==> src/design/lsc_consts.svh <==
`ifndef LSC_CONSTS_SVH
`define LSC_CONSTS_SVH
// Contract
// - Loss pin per channel from signal-detect, off
// - Enabled channel sync loss ORed into pin
// - Enabled LS or HS PLL unlock ORed in
// - Enabled 8b/10b decode error ORed in
// - Enabled inverted gain lock ORed in
// - Enabled inverted offset calibration done ORed in
// - Loss indications readable over management registers
// - Latency fixed while link stays established
// - Full-rate four-lane latency within 554..814 UI

// Register byte offsets
`define LSC_CTRL_A_OFS 8'h00
`define LSC_CTRL_B_OFS 8'h04
`define LSC_STATUS_OFS 8'h08
`define LSC_IRQ_ST_OFS 8'h0C
`define LSC_IRQ_MASK_OFS 8'h10
`define LSC_LATENCY_OFS 8'h14

// Enable field positions inside each channel control register
`define LSC_EN_LOS 0
`define LSC_EN_SYNC 1
`define LSC_EN_PLL 2
`define LSC_EN_DEC 3
`define LSC_EN_AGC 4
`define LSC_EN_AZ 5
`define LSC_EN_W 6
`define LSC_CTRL_RST 6'h00

// Live status layout, channel B sits one byte above channel A
`define LSC_ST_B_SHIFT 8
`define LSC_ST_IND 7

// Interrupt bits
`define LSC_IRQ_LOSS_A 0
`define LSC_IRQ_LOSS_B 1
`define LSC_IRQ_DRIFT 2
`define LSC_IRQ_RANGE 3
`define LSC_IRQ_W 4
`define LSC_IRQ_RST 4'h0

// Latency window in unit intervals, full rate, four lanes, eight-deep FIFO
`define LSC_LAT_W 10
`define LSC_LAT_MIN_UI 10'h22A
`define LSC_LAT_MAX_UI 10'h32E
`define LSC_FIFO_DEPTH 8
`define LSC_LAT_LOCK_BIT 16
`define LSC_LAT_OK_BIT 17

// Analog condition inputs synchronised per channel
`define LSC_ASYNC_W 5
`endif

==> src/design/lsc_pkg.sv <==
package lsc_pkg;
  typedef logic [5:0] lsc_en_t;
  typedef logic [9:0] lsc_lat_t;
  // Link latency tracking
  typedef enum logic [1:0] {
    LSC_LINK_DOWN = 2'b00,
    LSC_LINK_UP = 2'b01
  } lsc_link_t;
endpackage

==> src/design/lsc_chan_if.sv <==
`timescale 1ns/1ps
interface lsc_chan_if;
  import lsc_pkg::*;
  lsc_en_t en;
  logic los;
  logic sync_lost;
  logic pll_ls_lost;
  logic pll_hs_lost;
  logic dec_err;
  logic gain_adapt_locked;
  logic offset_cal_done;
  logic ind;
  // Combiner side
  modport chan (
    input en,
    input los,
    input sync_lost,
    input pll_ls_lost,
    input pll_hs_lost,
    input dec_err,
    input gain_adapt_locked,
    input offset_cal_done,
    output ind
  );
  // Register side
  modport ctl (
    output en,
    output los,
    output sync_lost,
    output pll_ls_lost,
    output pll_hs_lost,
    output dec_err,
    output gain_adapt_locked,
    output offset_cal_done,
    input ind
  );
endinterface

==> src/design/lsc_top.sv <==
`timescale 1ns/1ps
`include "lsc_consts.svh"
module lsc_top import lsc_pkg::*; (
  input wire logic clk_sys,
  input wire logic reset,
  // Avalon-MM slave
  input wire logic [7:0] avs_address,
  input wire logic avs_read,
  input wire logic avs_write,
  input wire logic [31:0] avs_writedata,
  input wire logic [3:0] avs_byteenable,
  output logic [31:0] avs_readdata,
  output logic avs_waitrequest,
  // Channel A conditions; analog ones arrive asynchronously
  input wire logic sig_det_loss_a,
  input wire logic pll_ls_lost_a,
  input wire logic pll_hs_lost_a,
  input wire logic gain_adapt_locked_a,
  input wire logic offset_cal_done_a,
  input wire logic sync_lost_a,
  input wire logic dec_err_a,
  // Channel B conditions
  input wire logic sig_det_loss_b,
  input wire logic pll_ls_lost_b,
  input wire logic pll_hs_lost_b,
  input wire logic gain_adapt_locked_b,
  input wire logic offset_cal_done_b,
  input wire logic sync_lost_b,
  input wire logic dec_err_b,
  // Datapath latency interface, core clock domain
  input wire logic link_up,
  input wire logic cfg_full_rate_4lane,
  input wire logic [9:0] measured_latency_ui,
  output logic latency_hold,
  // Pins and interrupt
  output logic loss_indicator_chan_a,
  output logic loss_indicator_chan_b,
  output logic irq
);

  // True when a latency figure sits inside the documented window
  function automatic logic lsc_in_range(input lsc_lat_t lat);
    lsc_in_range = (lat >= `LSC_LAT_MIN_UI) && (lat <= `LSC_LAT_MAX_UI);
  endfunction

  // Byte-lane merge for writable control bytes
  function automatic logic [7:0] lsc_merge(input logic [7:0] old, input logic [7:0] wd, input logic be);
    lsc_merge = be ? wd : old;
  endfunction

  lsc_chan_if ch_a ();
  lsc_chan_if ch_b ();

  logic [2*`LSC_ASYNC_W-1:0] async_in;
  logic [2*`LSC_ASYNC_W-1:0] sync1_r;
  logic [2*`LSC_ASYNC_W-1:0] sync1_nxt;
  logic [2*`LSC_ASYNC_W-1:0] sync2_r;
  logic [2*`LSC_ASYNC_W-1:0] sync2_nxt;

  lsc_en_t ctrl_a_r;
  lsc_en_t ctrl_a_nxt;
  lsc_en_t ctrl_b_r;
  lsc_en_t ctrl_b_nxt;
  logic [`LSC_IRQ_W-1:0] irq_st_r;
  logic [`LSC_IRQ_W-1:0] irq_st_nxt;
  logic [`LSC_IRQ_W-1:0] irq_mask_r;
  logic [`LSC_IRQ_W-1:0] irq_mask_nxt;
  logic [`LSC_IRQ_W-1:0] irq_set;
  logic [1:0] prev_ind_r;
  logic [1:0] prev_ind_nxt;

  logic ack_r;
  logic ack_nxt;
  logic [31:0] readdata_r;
  logic [31:0] readdata_nxt;
  logic bus_req;
  logic wr_go;

  lsc_link_t lat_state_r;
  lsc_link_t lat_state_nxt;
  lsc_lat_t lat_cap_r;
  lsc_lat_t lat_cap_nxt;
  logic range_ok_r;
  logic range_ok_nxt;
  logic capture;

  logic [31:0] status_live;
  logic [31:0] latency_word;

  // Only the analog-side flags cross a clock boundary; sync loss and decode errors are core logic
  assign async_in = {offset_cal_done_b, gain_adapt_locked_b, pll_hs_lost_b, pll_ls_lost_b, sig_det_loss_b,
                     offset_cal_done_a, gain_adapt_locked_a, pll_hs_lost_a, pll_ls_lost_a, sig_det_loss_a};

  // Two-stage synchroniser; stage one feeds stage two only
  always_comb begin
    sync1_nxt = async_in;
    sync2_nxt = sync1_r;
  end

  always_ff @(posedge clk_sys or posedge reset) begin
    if (reset) begin
      sync1_r <= 10'h000;
      sync2_r <= 10'h000;
    end else begin
      sync1_r <= sync1_nxt;
      sync2_r <= sync2_nxt;
    end
  end

  // Channel A carrier
  assign ch_a.en = ctrl_a_r;
  assign ch_a.los = sync2_r[0];
  assign ch_a.pll_ls_lost = sync2_r[1];
  assign ch_a.pll_hs_lost = sync2_r[2];
  assign ch_a.gain_adapt_locked = sync2_r[3];
  assign ch_a.offset_cal_done = sync2_r[4];
  assign ch_a.sync_lost = sync_lost_a;
  assign ch_a.dec_err = dec_err_a;

  // Channel B carrier
  assign ch_b.en = ctrl_b_r;
  assign ch_b.los = sync2_r[5];
  assign ch_b.pll_ls_lost = sync2_r[6];
  assign ch_b.pll_hs_lost = sync2_r[7];
  assign ch_b.gain_adapt_locked = sync2_r[8];
  assign ch_b.offset_cal_done = sync2_r[9];
  assign ch_b.sync_lost = sync_lost_b;
  assign ch_b.dec_err = dec_err_b;

  lsc_chan u_chan_a (
    .clk_sys(clk_sys),
    .reset(reset),
    .ch(ch_a.chan)
  );

  lsc_chan u_chan_b (
    .clk_sys(clk_sys),
    .reset(reset),
    .ch(ch_b.chan)
  );

  assign loss_indicator_chan_a = ch_a.ind;
  assign loss_indicator_chan_b = ch_b.ind;

  // Live per-channel view, same layout for both channels
  assign status_live = {16'h0000,
                        ch_b.ind, ch_b.offset_cal_done, ch_b.gain_adapt_locked, ch_b.dec_err,
                        ch_b.pll_hs_lost, ch_b.pll_ls_lost, ch_b.sync_lost, ch_b.los,
                        ch_a.ind, ch_a.offset_cal_done, ch_a.gain_adapt_locked, ch_a.dec_err,
                        ch_a.pll_hs_lost, ch_a.pll_ls_lost, ch_a.sync_lost, ch_a.los};

  assign latency_word = {14'h0000, range_ok_r, (lat_state_r == LSC_LINK_UP), 6'h00, lat_cap_r};

  // Every access costs one wait cycle so read data can come from a flop
  assign bus_req = avs_read | avs_write;
  assign avs_waitrequest = bus_req & ~ack_r;
  assign wr_go = avs_write & ack_r;
  assign avs_readdata = readdata_r;

  always_comb begin
    ack_nxt = bus_req & ~ack_r;
    readdata_nxt = readdata_r;
    if (avs_read && !ack_r) begin
      if (avs_address == `LSC_CTRL_A_OFS) begin
        readdata_nxt = {26'h0000000, ctrl_a_r};
      end else if (avs_address == `LSC_CTRL_B_OFS) begin
        readdata_nxt = {26'h0000000, ctrl_b_r};
      end else if (avs_address == `LSC_STATUS_OFS) begin
        readdata_nxt = status_live;
      end else if (avs_address == `LSC_IRQ_ST_OFS) begin
        readdata_nxt = {28'h0000000, irq_st_r};
      end else if (avs_address == `LSC_IRQ_MASK_OFS) begin
        readdata_nxt = {28'h0000000, irq_mask_r};
      end else if (avs_address == `LSC_LATENCY_OFS) begin
        readdata_nxt = latency_word;
      end else begin
        readdata_nxt = 32'h00000000;
      end
    end
  end

  always_ff @(posedge clk_sys or posedge reset) begin
    if (reset) begin
      ack_r <= 1'b0;
      readdata_r <= 32'h00000000;
    end else begin
      ack_r <= ack_nxt;
      readdata_r <= readdata_nxt;
    end
  end

  // Each channel owns its own enables, so A and B can pick different mixes
  always_comb begin
    logic [7:0] merged;
    merged = 8'h00;
    ctrl_a_nxt = ctrl_a_r;
    ctrl_b_nxt = ctrl_b_r;
    irq_mask_nxt = irq_mask_r;
    if (wr_go) begin
      if (avs_address == `LSC_CTRL_A_OFS) begin
        merged = lsc_merge({2'b00, ctrl_a_r}, avs_writedata[7:0], avs_byteenable[0]);
        ctrl_a_nxt = merged[`LSC_EN_W-1:0];
      end else if (avs_address == `LSC_CTRL_B_OFS) begin
        merged = lsc_merge({2'b00, ctrl_b_r}, avs_writedata[7:0], avs_byteenable[0]);
        ctrl_b_nxt = merged[`LSC_EN_W-1:0];
      end else if (avs_address == `LSC_IRQ_MASK_OFS) begin
        merged = lsc_merge({4'h0, irq_mask_r}, avs_writedata[7:0], avs_byteenable[0]);
        irq_mask_nxt = merged[`LSC_IRQ_W-1:0];
      end
    end
  end

  // Enables clear at reset so no contributor reaches the pins
  always_ff @(posedge clk_sys or posedge reset) begin
    if (reset) begin
      ctrl_a_r <= `LSC_CTRL_RST;
      ctrl_b_r <= `LSC_CTRL_RST;
      irq_mask_r <= `LSC_IRQ_RST;
    end else begin
      ctrl_a_r <= ctrl_a_nxt;
      ctrl_b_r <= ctrl_b_nxt;
      irq_mask_r <= irq_mask_nxt;
    end
  end

  // Latency is captured once per link establishment and then frozen
  assign capture = (lat_state_r == LSC_LINK_DOWN) && link_up;

  always_comb begin
    lat_state_nxt = lat_state_r;
    lat_cap_nxt = lat_cap_r;
    range_ok_nxt = range_ok_r;
    case (lat_state_r)
      LSC_LINK_DOWN: begin
        if (link_up) begin
          lat_state_nxt = LSC_LINK_UP;
          lat_cap_nxt = measured_latency_ui;
          range_ok_nxt = ~cfg_full_rate_4lane | lsc_in_range(measured_latency_ui);
        end
      end
      LSC_LINK_UP: begin
        if (!link_up) begin
          lat_state_nxt = LSC_LINK_DOWN;
        end
      end
      default: begin
        lat_state_nxt = LSC_LINK_DOWN;
      end
    endcase
  end

  always_ff @(posedge clk_sys or posedge reset) begin
    if (reset) begin
      lat_state_r <= LSC_LINK_DOWN;
      lat_cap_r <= 10'h000;
      range_ok_r <= 1'b0;
    end else begin
      lat_state_r <= lat_state_nxt;
      lat_cap_r <= lat_cap_nxt;
      range_ok_r <= range_ok_nxt;
    end
  end

  // Holding tells the datapath not to realign its FIFO while the link is up
  assign latency_hold = (lat_state_r == LSC_LINK_UP);

  // Events: pin rises, latency drift on a live link, out-of-window capture
  always_comb begin
    prev_ind_nxt = {ch_b.ind, ch_a.ind};
    irq_set = 4'h0;
    irq_set[`LSC_IRQ_LOSS_A] = ch_a.ind & ~prev_ind_r[0];
    irq_set[`LSC_IRQ_LOSS_B] = ch_b.ind & ~prev_ind_r[1];
    irq_set[`LSC_IRQ_DRIFT] = (lat_state_r == LSC_LINK_UP) && (measured_latency_ui != lat_cap_r);
    irq_set[`LSC_IRQ_RANGE] = capture && cfg_full_rate_4lane && !lsc_in_range(measured_latency_ui);
    irq_st_nxt = irq_st_r;
    if (wr_go && (avs_address == `LSC_IRQ_ST_OFS) && avs_byteenable[0]) begin
      irq_st_nxt = irq_st_r & ~avs_writedata[`LSC_IRQ_W-1:0];
    end
    irq_st_nxt = irq_st_nxt | irq_set; // A new event outlives a clear in the same cycle
  end

  always_ff @(posedge clk_sys or posedge reset) begin
    if (reset) begin
      irq_st_r <= `LSC_IRQ_RST;
      prev_ind_r <= 2'b00;
    end else begin
      irq_st_r <= irq_st_nxt;
      prev_ind_r <= prev_ind_nxt;
    end
  end

  assign irq = |(irq_st_r & irq_mask_r);

  status_read_a: assert property (@(posedge clk_sys) disable iff (reset)
    (avs_read && !avs_waitrequest && avs_address == `LSC_STATUS_OFS) |-> avs_readdata == $past(status_live))
    else $error("status read does not match live indications");
  lat_frozen_a: assert property (@(posedge clk_sys) disable iff (reset)
    (lat_state_r == LSC_LINK_UP && $past(lat_state_r) == LSC_LINK_UP) |-> $stable(lat_cap_r))
    else $error("latency changed on a live link");
  hold_follows_a: assert property (@(posedge clk_sys) disable iff (reset)
    (!latency_hold && link_up) |=> latency_hold ##0 lat_cap_r == $past(measured_latency_ui))
    else $error("latency not captured at link establishment");
  range_flag_a: assert property (@(posedge clk_sys) disable iff (reset)
    (capture && cfg_full_rate_4lane) |=> range_ok_r == lsc_in_range($past(measured_latency_ui)))
    else $error("latency window flag wrong");
  chan_indep_a: assert property (@(posedge clk_sys) disable iff (reset)
    (wr_go && avs_address == `LSC_CTRL_A_OFS) |=> $stable(ctrl_b_r))
    else $error("channel A write touched channel B enables");
  bus_answer_a: assert property (@(posedge clk_sys) disable iff (reset)
    (bus_req && avs_waitrequest) |=> !avs_waitrequest || !bus_req)
    else $error("bus answer late");
endmodule

==> src/design/lsc_chan.sv <==
`timescale 1ns/1ps
`include "lsc_consts.svh"
module lsc_chan import lsc_pkg::*; (
  input wire logic clk_sys,
  input wire logic reset,
  lsc_chan_if.chan ch
);
  logic ind_r;
  logic ind_nxt;

  // OR of every enabled contributor; inverted flags raise the pin when not good
  always_comb begin
    ind_nxt = 1'b0;
    ind_nxt = ind_nxt | (ch.en[`LSC_EN_LOS] & ch.los);
    ind_nxt = ind_nxt | (ch.en[`LSC_EN_SYNC] & ch.sync_lost);
    ind_nxt = ind_nxt | (ch.en[`LSC_EN_PLL] & (ch.pll_ls_lost | ch.pll_hs_lost));
    ind_nxt = ind_nxt | (ch.en[`LSC_EN_DEC] & ch.dec_err);
    ind_nxt = ind_nxt | (ch.en[`LSC_EN_AGC] & ~ch.gain_adapt_locked);
    ind_nxt = ind_nxt | (ch.en[`LSC_EN_AZ] & ~ch.offset_cal_done);
  end

  // Registered so the pin never glitches between contributors
  always_ff @(posedge clk_sys or posedge reset) begin
    if (reset) begin
      ind_r <= 1'b0;
    end else begin
      ind_r <= ind_nxt;
    end
  end

  assign ch.ind = ind_r;

  los_path_a: assert property (@(posedge clk_sys) disable iff (reset)
    (ch.en[`LSC_EN_LOS] && ch.los) |=> ch.ind) else $error("signal-detect loss not shown");
  sync_path_a: assert property (@(posedge clk_sys) disable iff (reset)
    (ch.en[`LSC_EN_SYNC] && ch.sync_lost) |=> ch.ind) else $error("sync loss not shown");
  pll_path_a: assert property (@(posedge clk_sys) disable iff (reset)
    (ch.en[`LSC_EN_PLL] && (ch.pll_ls_lost || ch.pll_hs_lost)) |=> ch.ind) else $error("pll loss not shown");
  dec_path_a: assert property (@(posedge clk_sys) disable iff (reset)
    (ch.en[`LSC_EN_DEC] && ch.dec_err) |=> ch.ind) else $error("decode error not shown");
  agc_path_a: assert property (@(posedge clk_sys) disable iff (reset)
    (ch.en[`LSC_EN_AGC] && !ch.gain_adapt_locked) |=> ch.ind) else $error("gain unlock not shown");
  az_path_a: assert property (@(posedge clk_sys) disable iff (reset)
    (ch.en[`LSC_EN_AZ] && !ch.offset_cal_done) |=> ch.ind) else $error("calibration not shown");
  quiet_off_a: assert property (@(posedge clk_sys) disable iff (reset)
    (ch.en == `LSC_CTRL_RST) |=> !ch.ind) else $error("pin high with all enables off");
endmodule

==> config.mk <==
export PLATFORM = sky130hd
export DESIGN_NAME = lsc_top
export DESIGN_NICKNAME = d
export VERILOG_FILES = /design/src/design/lsc_pkg.sv /design/src/design/lsc_chan_if.sv /design/src/design/lsc_top.sv /design/src/design/lsc_chan.sv
export VERILOG_INCLUDE_DIRS = /design/src /design/src/design
export SDC_FILE = /design/constraint.sdc
export NUM_CORES = 1
export LEC_CHECK = 0
export ABC_AREA = 1
export BUFFER_PORTS_ARGS = -buffer_cell sky130_fd_sc_hd__buf_4
export CORE_UTILIZATION = 51
export DETAILED_ROUTE_END_ITERATION = 10
export PLACE_DENSITY = 0.79
export SLEW_MARGIN = 20
export SYNTH_ARGS = -nofsm -noshare
export SYNTH_HDL_FRONTEND = slang
export SYNTH_SLANG_ARGS = --single-unit
==> constraint.sdc <==
create_clock -name clk_sys -period 2.8 [get_ports clk_sys]
set_clock_uncertainty 0.2 [all_clocks]
set_input_delay 0.14 -clock clk_sys [delete_from_list [all_inputs] [get_ports clk_sys]]
set_output_delay 0.14 -clock clk_sys [all_outputs]
set_load 0.01 [all_outputs]
==> flow_metrics.py, run 1 <==
metrics = {
    "power_and_ir_drop": {
        "seqPwrFrac_pct": 47.5,
        "total_leakage_power_nw": 2.32,
        "power.total_mw": 2.72,
        "power_frac_clock_pct": 33.5,
        "irDropWorstVdd_mv": 0.454,
        "internal-power_mw": 1.94,
        "pwr-share-comb_pct": 19.0,
        "p_sw_mw": 0.786,
        "swShare_pct": 28.9,
        "p_per_area_mw_per_mm2": 594,
    },
    "synth": {
        "ys_ff_latch": 75,
        "yosysTopAreaCellShare_pct": 54.2,
        "syn_area_mm2": 0.00346,
        "synth_edf_count": 0,
        "syn_inst": 386,
        "ys_types": 37,
        "synth_most_common_cell": "nand2_1",
        "ys_warn_count": 0,
        "yosysSeqAreaShare_pct": 54.2,
        "ys.flop_type": "dfrtp_1",
        "async_flop_share_pct": 100,
        "avgSynthCellArea_um2": 8.97,
        "yosys.area.top_type": "dfrtp_1",
        "netlist_top_cells_area": "dfrtp_1, nand2_1, inv_1, nand3_1, buf_4",
        "synth_top_cells_by_count": "nand2_1, dfrtp_1, inv_1, nand3_1, nor2_1",
    },
    "worst_setup_path": {
        "cp_max_fo": 2,
        "r2r_slack_ps": 1010,
        "r2r_start": "ch_a.en[3]",
        "critPathKind": "in -> reg",
        "crit_arrival_ps": 1850,
        "reg2reg_to": "u_chan_a.ch.ind",
        "critPathRequiredTime_ps": 2820,
        "worstRegToRegCells": 5,
        "start_kind": "input port",
        "end_kind": "flip-flop",
    },
    "detailed_routing": {
        "route.met2.wl_um": 3980,
        "wire_per_inst_um": 14.4,
        "drtIter0Drc": 215,
        "drc": 5,
        "vias_per_cell": 5.16,
        "ant_nets": 0,
        "first_pass_iters": 10,
        "top_layer_used": "met4",
        "vias": 2981,
        "wl_met1_um": 3690,
        "route.met3.wl_um": 393,
        "wirelength_um": 8330,
    },
    "sta": {
        "hold_viol": 0,
        "report.final.setup_viol": 0,
        "rsz0062_at_grt": "no",
        "slew_headroom_pct": 60.5,
        "max_freq_ghz": 0.546,
        "min_period_ps": 1830,
        "worst_slew_pin_slew_ps": 592,
        "fin_crit_sh_pct": 65.4,
        "finalSetupTns_ps": 0,
        "maxSlewViolCount": 0,
    },
    "placed_design": {
        "port_buffers": 67,
        "place.gp.congestion": 0.858,
        "hpwl_um": 5660,
        "dp_cells": 525,
        "placed_area_mm2": 0.00399,
    },
    "cts": {
        "cts_sinks": 75,
        "htreeDepth": 3,
        "clk_path_buf_depth": 2,
        "hold_buffers": 37,
        "cts_setup_buffers": 0,
        "clkTransAtPathRegs_ps": 80,
        "cts_resized": 0,
        "insertion_delay_ps": 340,
        "root_buffer": "clkbuf_8",
        "cts_tree": "done",
        "cts_buffers": 9,
    },
    "run": {
        "cap_viol_max_count": 0,
    },
    "floorplanning": {
        "die_area_mm2": 0.00712,
        "initial_utilization_pct": 53.6,
        "row_count": 29,
        "fp.coreArea_mm2": 0.00646,
        "die_y_um": 84.4,
        "pin_count": 111,
        "die_w_um": 84.4,
    },
    "layout": {
        "drive_above_1_share_pct": 25.1,
        "stdcell_count": 578,
        "area_growth_pct": 32.3,
        "antenna_cells": 0,
        "fill_cells": 499,
        "register_area_mm2": 0.00188,
        "multiInputGateArea_mm2": 0.00131,
        "fin_area_mm2": 0.00458,
        "nets": 571,
    },
    "run_status": {
        "violations": "design-rule violations",
        "status": "complete, but fails checks",
    },
    "worst_hold_path": {
        "min_path_type": "in -> reg",
        "hold_end": "avs_readdata[1]",
        "min_path_cells": 5,
        "hp-start": "avs_address[3]",
    },
    "global_routing": {
        "grt_pass1_vias": 2944,
        "overflow": 0,
        "track_usage_pct": 25.0,
        "grt_max_degree": 53,
        "grt_pass1_wl_um": 13700,
        "antenna_found_initial": 0,
    },
}
-- metrics by stage --
step | setup slack [ps] | hold slack [ps] | utilization [%]
2_1_floorplan | 550 | -28.6 | -
3_3_place_gp | 1060 | -4.06 | 61.8
3_5_place_dp | 1050 | 13.7 | 61.8
4_1_cts | 957 | 9.80 | 70.9
5_1_grt | 902 | 52.7 | 70.9
6_report | 969 | 18.1 | 70.9
-- logic make-up (layout without fill, tap and decap cells) --
kind of cell / Yosys count / in the layout / share of synthesized area [%]
other cells: 1 / 14 / 0.108
buf+inv: 66 / 168 / 9.32
fa+ha+maj: 1 / 1 / 0.361
mux: 1 / 1 / 0.325
flops: 75 / 75 / 54.2
compound gates: 66 / 66 / 11.8
xor+xnor: 3 / 3 / 0.759
simple gates: 173 / 173 / 23.1
-- routing by layer --
| metal | vias to the layer above | GRT usage (%) |
|---|---|---|
| met5 | - | 0 |
| met4 | 0 | 12.6 |
| met3 | 26 | 3.83 |
| met2 | 114 | 40.6 |
| met1 | 1403 | 33.1 |
| li1 | 1438 | - |
-- flip-flops by register name (all words and copies together), names as in the netlist, 4 cells and up --
register      flops
sync2_r          10
irq_mask_r        4
lat_cap_r        10
irq_st_r          4
ch_a.en           6
sync1_r          10
ch_b.en           6
avs_readdata     18
-- layout by cell type, fill, tap and decap left out, types with 2 or more instances in the layout --
cell type / Yosys / final
o22ai_1: 7 / 7
nor2_4: 3 / 3
dlygate4sd3_1: 0 / 37
nor3_1: 5 / 5
o21ai_2: 12 / 12
clkbuf_8: 0 / 9
conb_1: 1 / 14
o21ai_0: 16 / 16
nand3_1: 28 / 28
a22oi_1: 4 / 4
nand2_1: 92 / 92
clkinv_2: 1 / 2
inv_1: 39 / 38
inv_4: 2 / 2
nor2_1: 26 / 26
o21ai_1: 12 / 12
nand2_4: 2 / 2
dfrtp_1: 75 / 75
nand2_2: 9 / 9
buf_4: 14 / 68
a21oi_1: 10 / 10
clkinvlp_4: 0 / 2
nor2_2: 4 / 4
bufinv_16: 0 / 2
xor2_1: 2 / 2
inv_2: 4 / 5
-- power groups by stage --
stage               Sequential [mW]  Combinational, mW  Clock, mW
CTS                            1.29              0.514      0.913
detailed placement             1.31              0.472          0
global placement               1.31              0.461          0
finish                         1.29              0.517      0.912
floorplan                      1.30              0.300          0
global route                   1.31              0.574      0.956
-- worst max-delay path: stages --
cell and delay (ps):
dlygate4sd3_1 540, buf_4 140, nand2_1 60, nand2_1 50, a221oi_1 240, dlygate4sd3_1 620, nand3_1 70
-- cell type report --
type,instances,area share [%]
Sequential cell,75,41.0
Clock inverter,6,1.94
Clock buffer,10,2.79
Multi-Input combinational cell,258,28.6
Timing Repair Buffer,106,19.7
Inverter,46,3.91
Tap cell,77,2.10
-- worst max path at each step --
| stage | endpoint | slack, ps | depth (start not counted) | start |
|---|---|---|---|---|
| floorplan | ack_r | 550 | 1 | reset |
| detailed placement | lat_cap_r[6] | 1050 | 3 | lat_state_r[0] |
| global route | u_chan_a.ch.ind | 900 | 7 | dec_err_a |
| CTS | u_chan_a.ch.ind | 960 | 7 | dec_err_a |
| finish | u_chan_a.ch.ind | 970 | 7 | dec_err_a |
| global placement | lat_cap_r[6] | 1060 | 3 | lat_state_r[0] |
(Power assumes the default switching activity.)
==> run 2: changes to the inputs <==
- clock period: 2.8 -> 1.76 ns (I/O delays scaled with it)
==> run 2 against run 1 <==
Against the previous run: the flow still finishes with violations (design-rule violations); hold slack better by 22 ps; die area stayed put; setup slack worse by 870 ps; critical path depth is 1 higher; critical endpoint is now ch_a.en[2].
==> flow_metrics.py, run 2 (synthesis gave the netlist of run 1 again) <==
metrics = {
    "detailed_routing": {
        "vias_per_cell": 5.24,
        "ant_nets": 0,
        "vias": 3042,
        "wirelength_um": 8370,
        "drtIter0Drc": 257,
        "drc": 7,
        "first_pass_iters": 9,
        "wire_per_inst_um": 14.4,
    },
    "run_status": {
        "violations": "design-rule violations",
        "status": "complete, but fails checks",
    },
    "global_routing": {
        "grt_pass1_wl_um": 13500,
        "overflow": 0,
        "grt_max_degree": 76,
        "antenna_found_initial": 0,
        "track_usage_pct": 24.8,
        "grt_pass1_vias": 2929,
    },
    "power_and_ir_drop": {
        "irDropWorstVdd_mv": 0.763,
        "swShare_pct": 29.1,
        "total_leakage_power_nw": 2.33,
        "p_sw_mw": 1.22,
        "seqPwrFrac_pct": 48.7,
        "pwr-share-comb_pct": 19.9,
        "p_per_area_mw_per_mm2": 915,
        "power.total_mw": 4.20,
        "power_frac_clock_pct": 31.4,
        "internal-power_mw": 2.98,
    },
    "layout": {
        "final_common_cell": "nand2_1",
        "area_growth_pct": 32.7,
        "drive_above_1_share_pct": 25.4,
        "antenna_cells": 0,
        "largest_reg_flops": 18,
        "layout_common_cells": "nand2_1, dfrtp_1, buf_4, inv_1, dlygate4sd3_1",
        "nets": 573,
    },
    "cts": {
        "clk_path_buf_depth": 2,
        "clkTransAtPathRegs_ps": 70,
        "cts_sinks": 75,
        "htreeDepth": 3,
        "cts_tree": "done",
        "root_buffer": "clkbuf_8",
        "cts_buffers": 9,
        "insertion_delay_ps": 340,
    },
    "worst_setup_path": {
        "critPathRequiredTime_ps": 1780,
        "crit_start": "avs_address[1]",
        "critPathKind": "in -> reg",
        "end_kind": "flip-flop",
        "r2r_start": "ack_r",
        "cpPeakStageDelay_ps": 530,
        "start_kind": "input port",
        "worstPathCellList": "dlygate4sd3_1 -> buf_4 -> nor2_2 -> nand2_2 -> nor2_4 -> nand2_2 -> nand2_1 -> o21ai_1",
        "crit_arrival_ps": 1680,
        "slowest_stage": "dlygate4sd3_1",
        "crit_path_frequent_cell": "nand2_2",
        "cp_max_fo": 12,
    },
    "placed_design": {
        "hpwl_um": 5580,
        "port_buffers": 67,
        "place.gp.congestion": 0.882,
    },
    "floorplanning": {
        "die_area_mm2": 0.00712,
        "pin_count": 111,
        "row_count": 29,
        "fp.coreArea_mm2": 0.00646,
        "die_w_um": 84.4,
        "die_y_um": 84.4,
        "initial_utilization_pct": 53.6,
    },
    "sta": {
        "finalSetupTns_ps": 0,
        "hold_viol": 0,
        "maxSlewViolCount": 0,
        "max_freq_ghz": 0.604,
        "rsz0062_at_grt": "no",
        "whs_ps": 39.6,
        "report.final.setup_viol": 0,
        "fin_crit_sh_pct": 94.1,
        "min_period_ps": 1660,
    },
    "worst_hold_path": {
        "min_path_type": "in -> reg",
        "hp-start": "avs_address[2]",
    },
    "run": {
        "cap_viol_max_count": 0,
    },
}
[run 2: cell types whose count changed in the layout (fill, tap and decap cells not counted), sizes merged]
| cell | before | now |
|---|---|---|
| buf | 69 | 70 |
| bufinv | 2 | 1 |
| clkinv | 2 | 5 |
| dlygate4sd3 | 37 | 38 |
| inv | 46 | 44 |
[run 2: power groups by stage]
stage	sequential (mW)	combinational, mW	clock (mW)
final	2.05	0.838	1.32
after global routing	2.07	0.934	1.39
after CTS	2.05	0.832	1.33
after detailed placement	2.08	0.759	0
after global placement	2.08	0.736	0
after floorplan	2.07	0.478	0
[run 2: what timing repair did]
item                                    4_1_cts  5_1_grt
resized for setup                             0        1
endpoints found under the setup margin        0        1
buffers inserted                              0        0
hold endpoints to repair                    122        0
hold buffers                                 38        0
[run 2: layout make-up]
cell class	instances	area, um2
Clock buffer	10	138
Tap cell	77	96.3
Inverter	46	183
Sequential cell	75	1880
Timing Repair Buffer	108	918
Multi-Input combinational cell	258	1320
Fill cell	491	1870
Clock inverter	6	65.1
[run 2: path summary, 6_finish.rpt]
path | slack, ps | cells after the start | end
hold / removal | 40 | 6 | avs_readdata[1]
setup reg to reg | 240 | 5 | ch_a.en[2]
max in group asynchronous | 850 | 4 | ch_a.en[0]
min in group asynchronous | 190 | 4 | lat_cap_r[1]
hold reg to reg | 150 | 0 | sync2_r[5]
setup / recovery | 100 | 8 | ch_a.en[2]
[run 2: stage by stage]
step	utilization, %	cell area, um2	cells	setup slack, ps
2_1_floorplan	-	3510	399	199
3_3_place_gp	62.0	4010	526	323
3_5_place_dp	62.0	4010	526	274
4_1_cts	71.0	4590	580	124
5_1_grt	71.1	4590	580	7.79
6_report	71.1	4590	580	104
[run 2: critical path, delay by kind of cell]
kind / cells / cell delay (ps)
and+or+nand+nor: 5 / 840
buffers and inverters: 2 / 670
AOI/OAI and AO/OA: 1 / 70
[run 2: metal layers]
metal  part of all wire [%]  vias to the layer above  global-route usage [%]
li1                       -                     1442                       -
met1                     42                     1451                    32.4
met2                     50                      129                    42.0
met3                    5.5                       20                    2.85
met4                    2.5                        0                    11.1
met5                      0                        -                       0
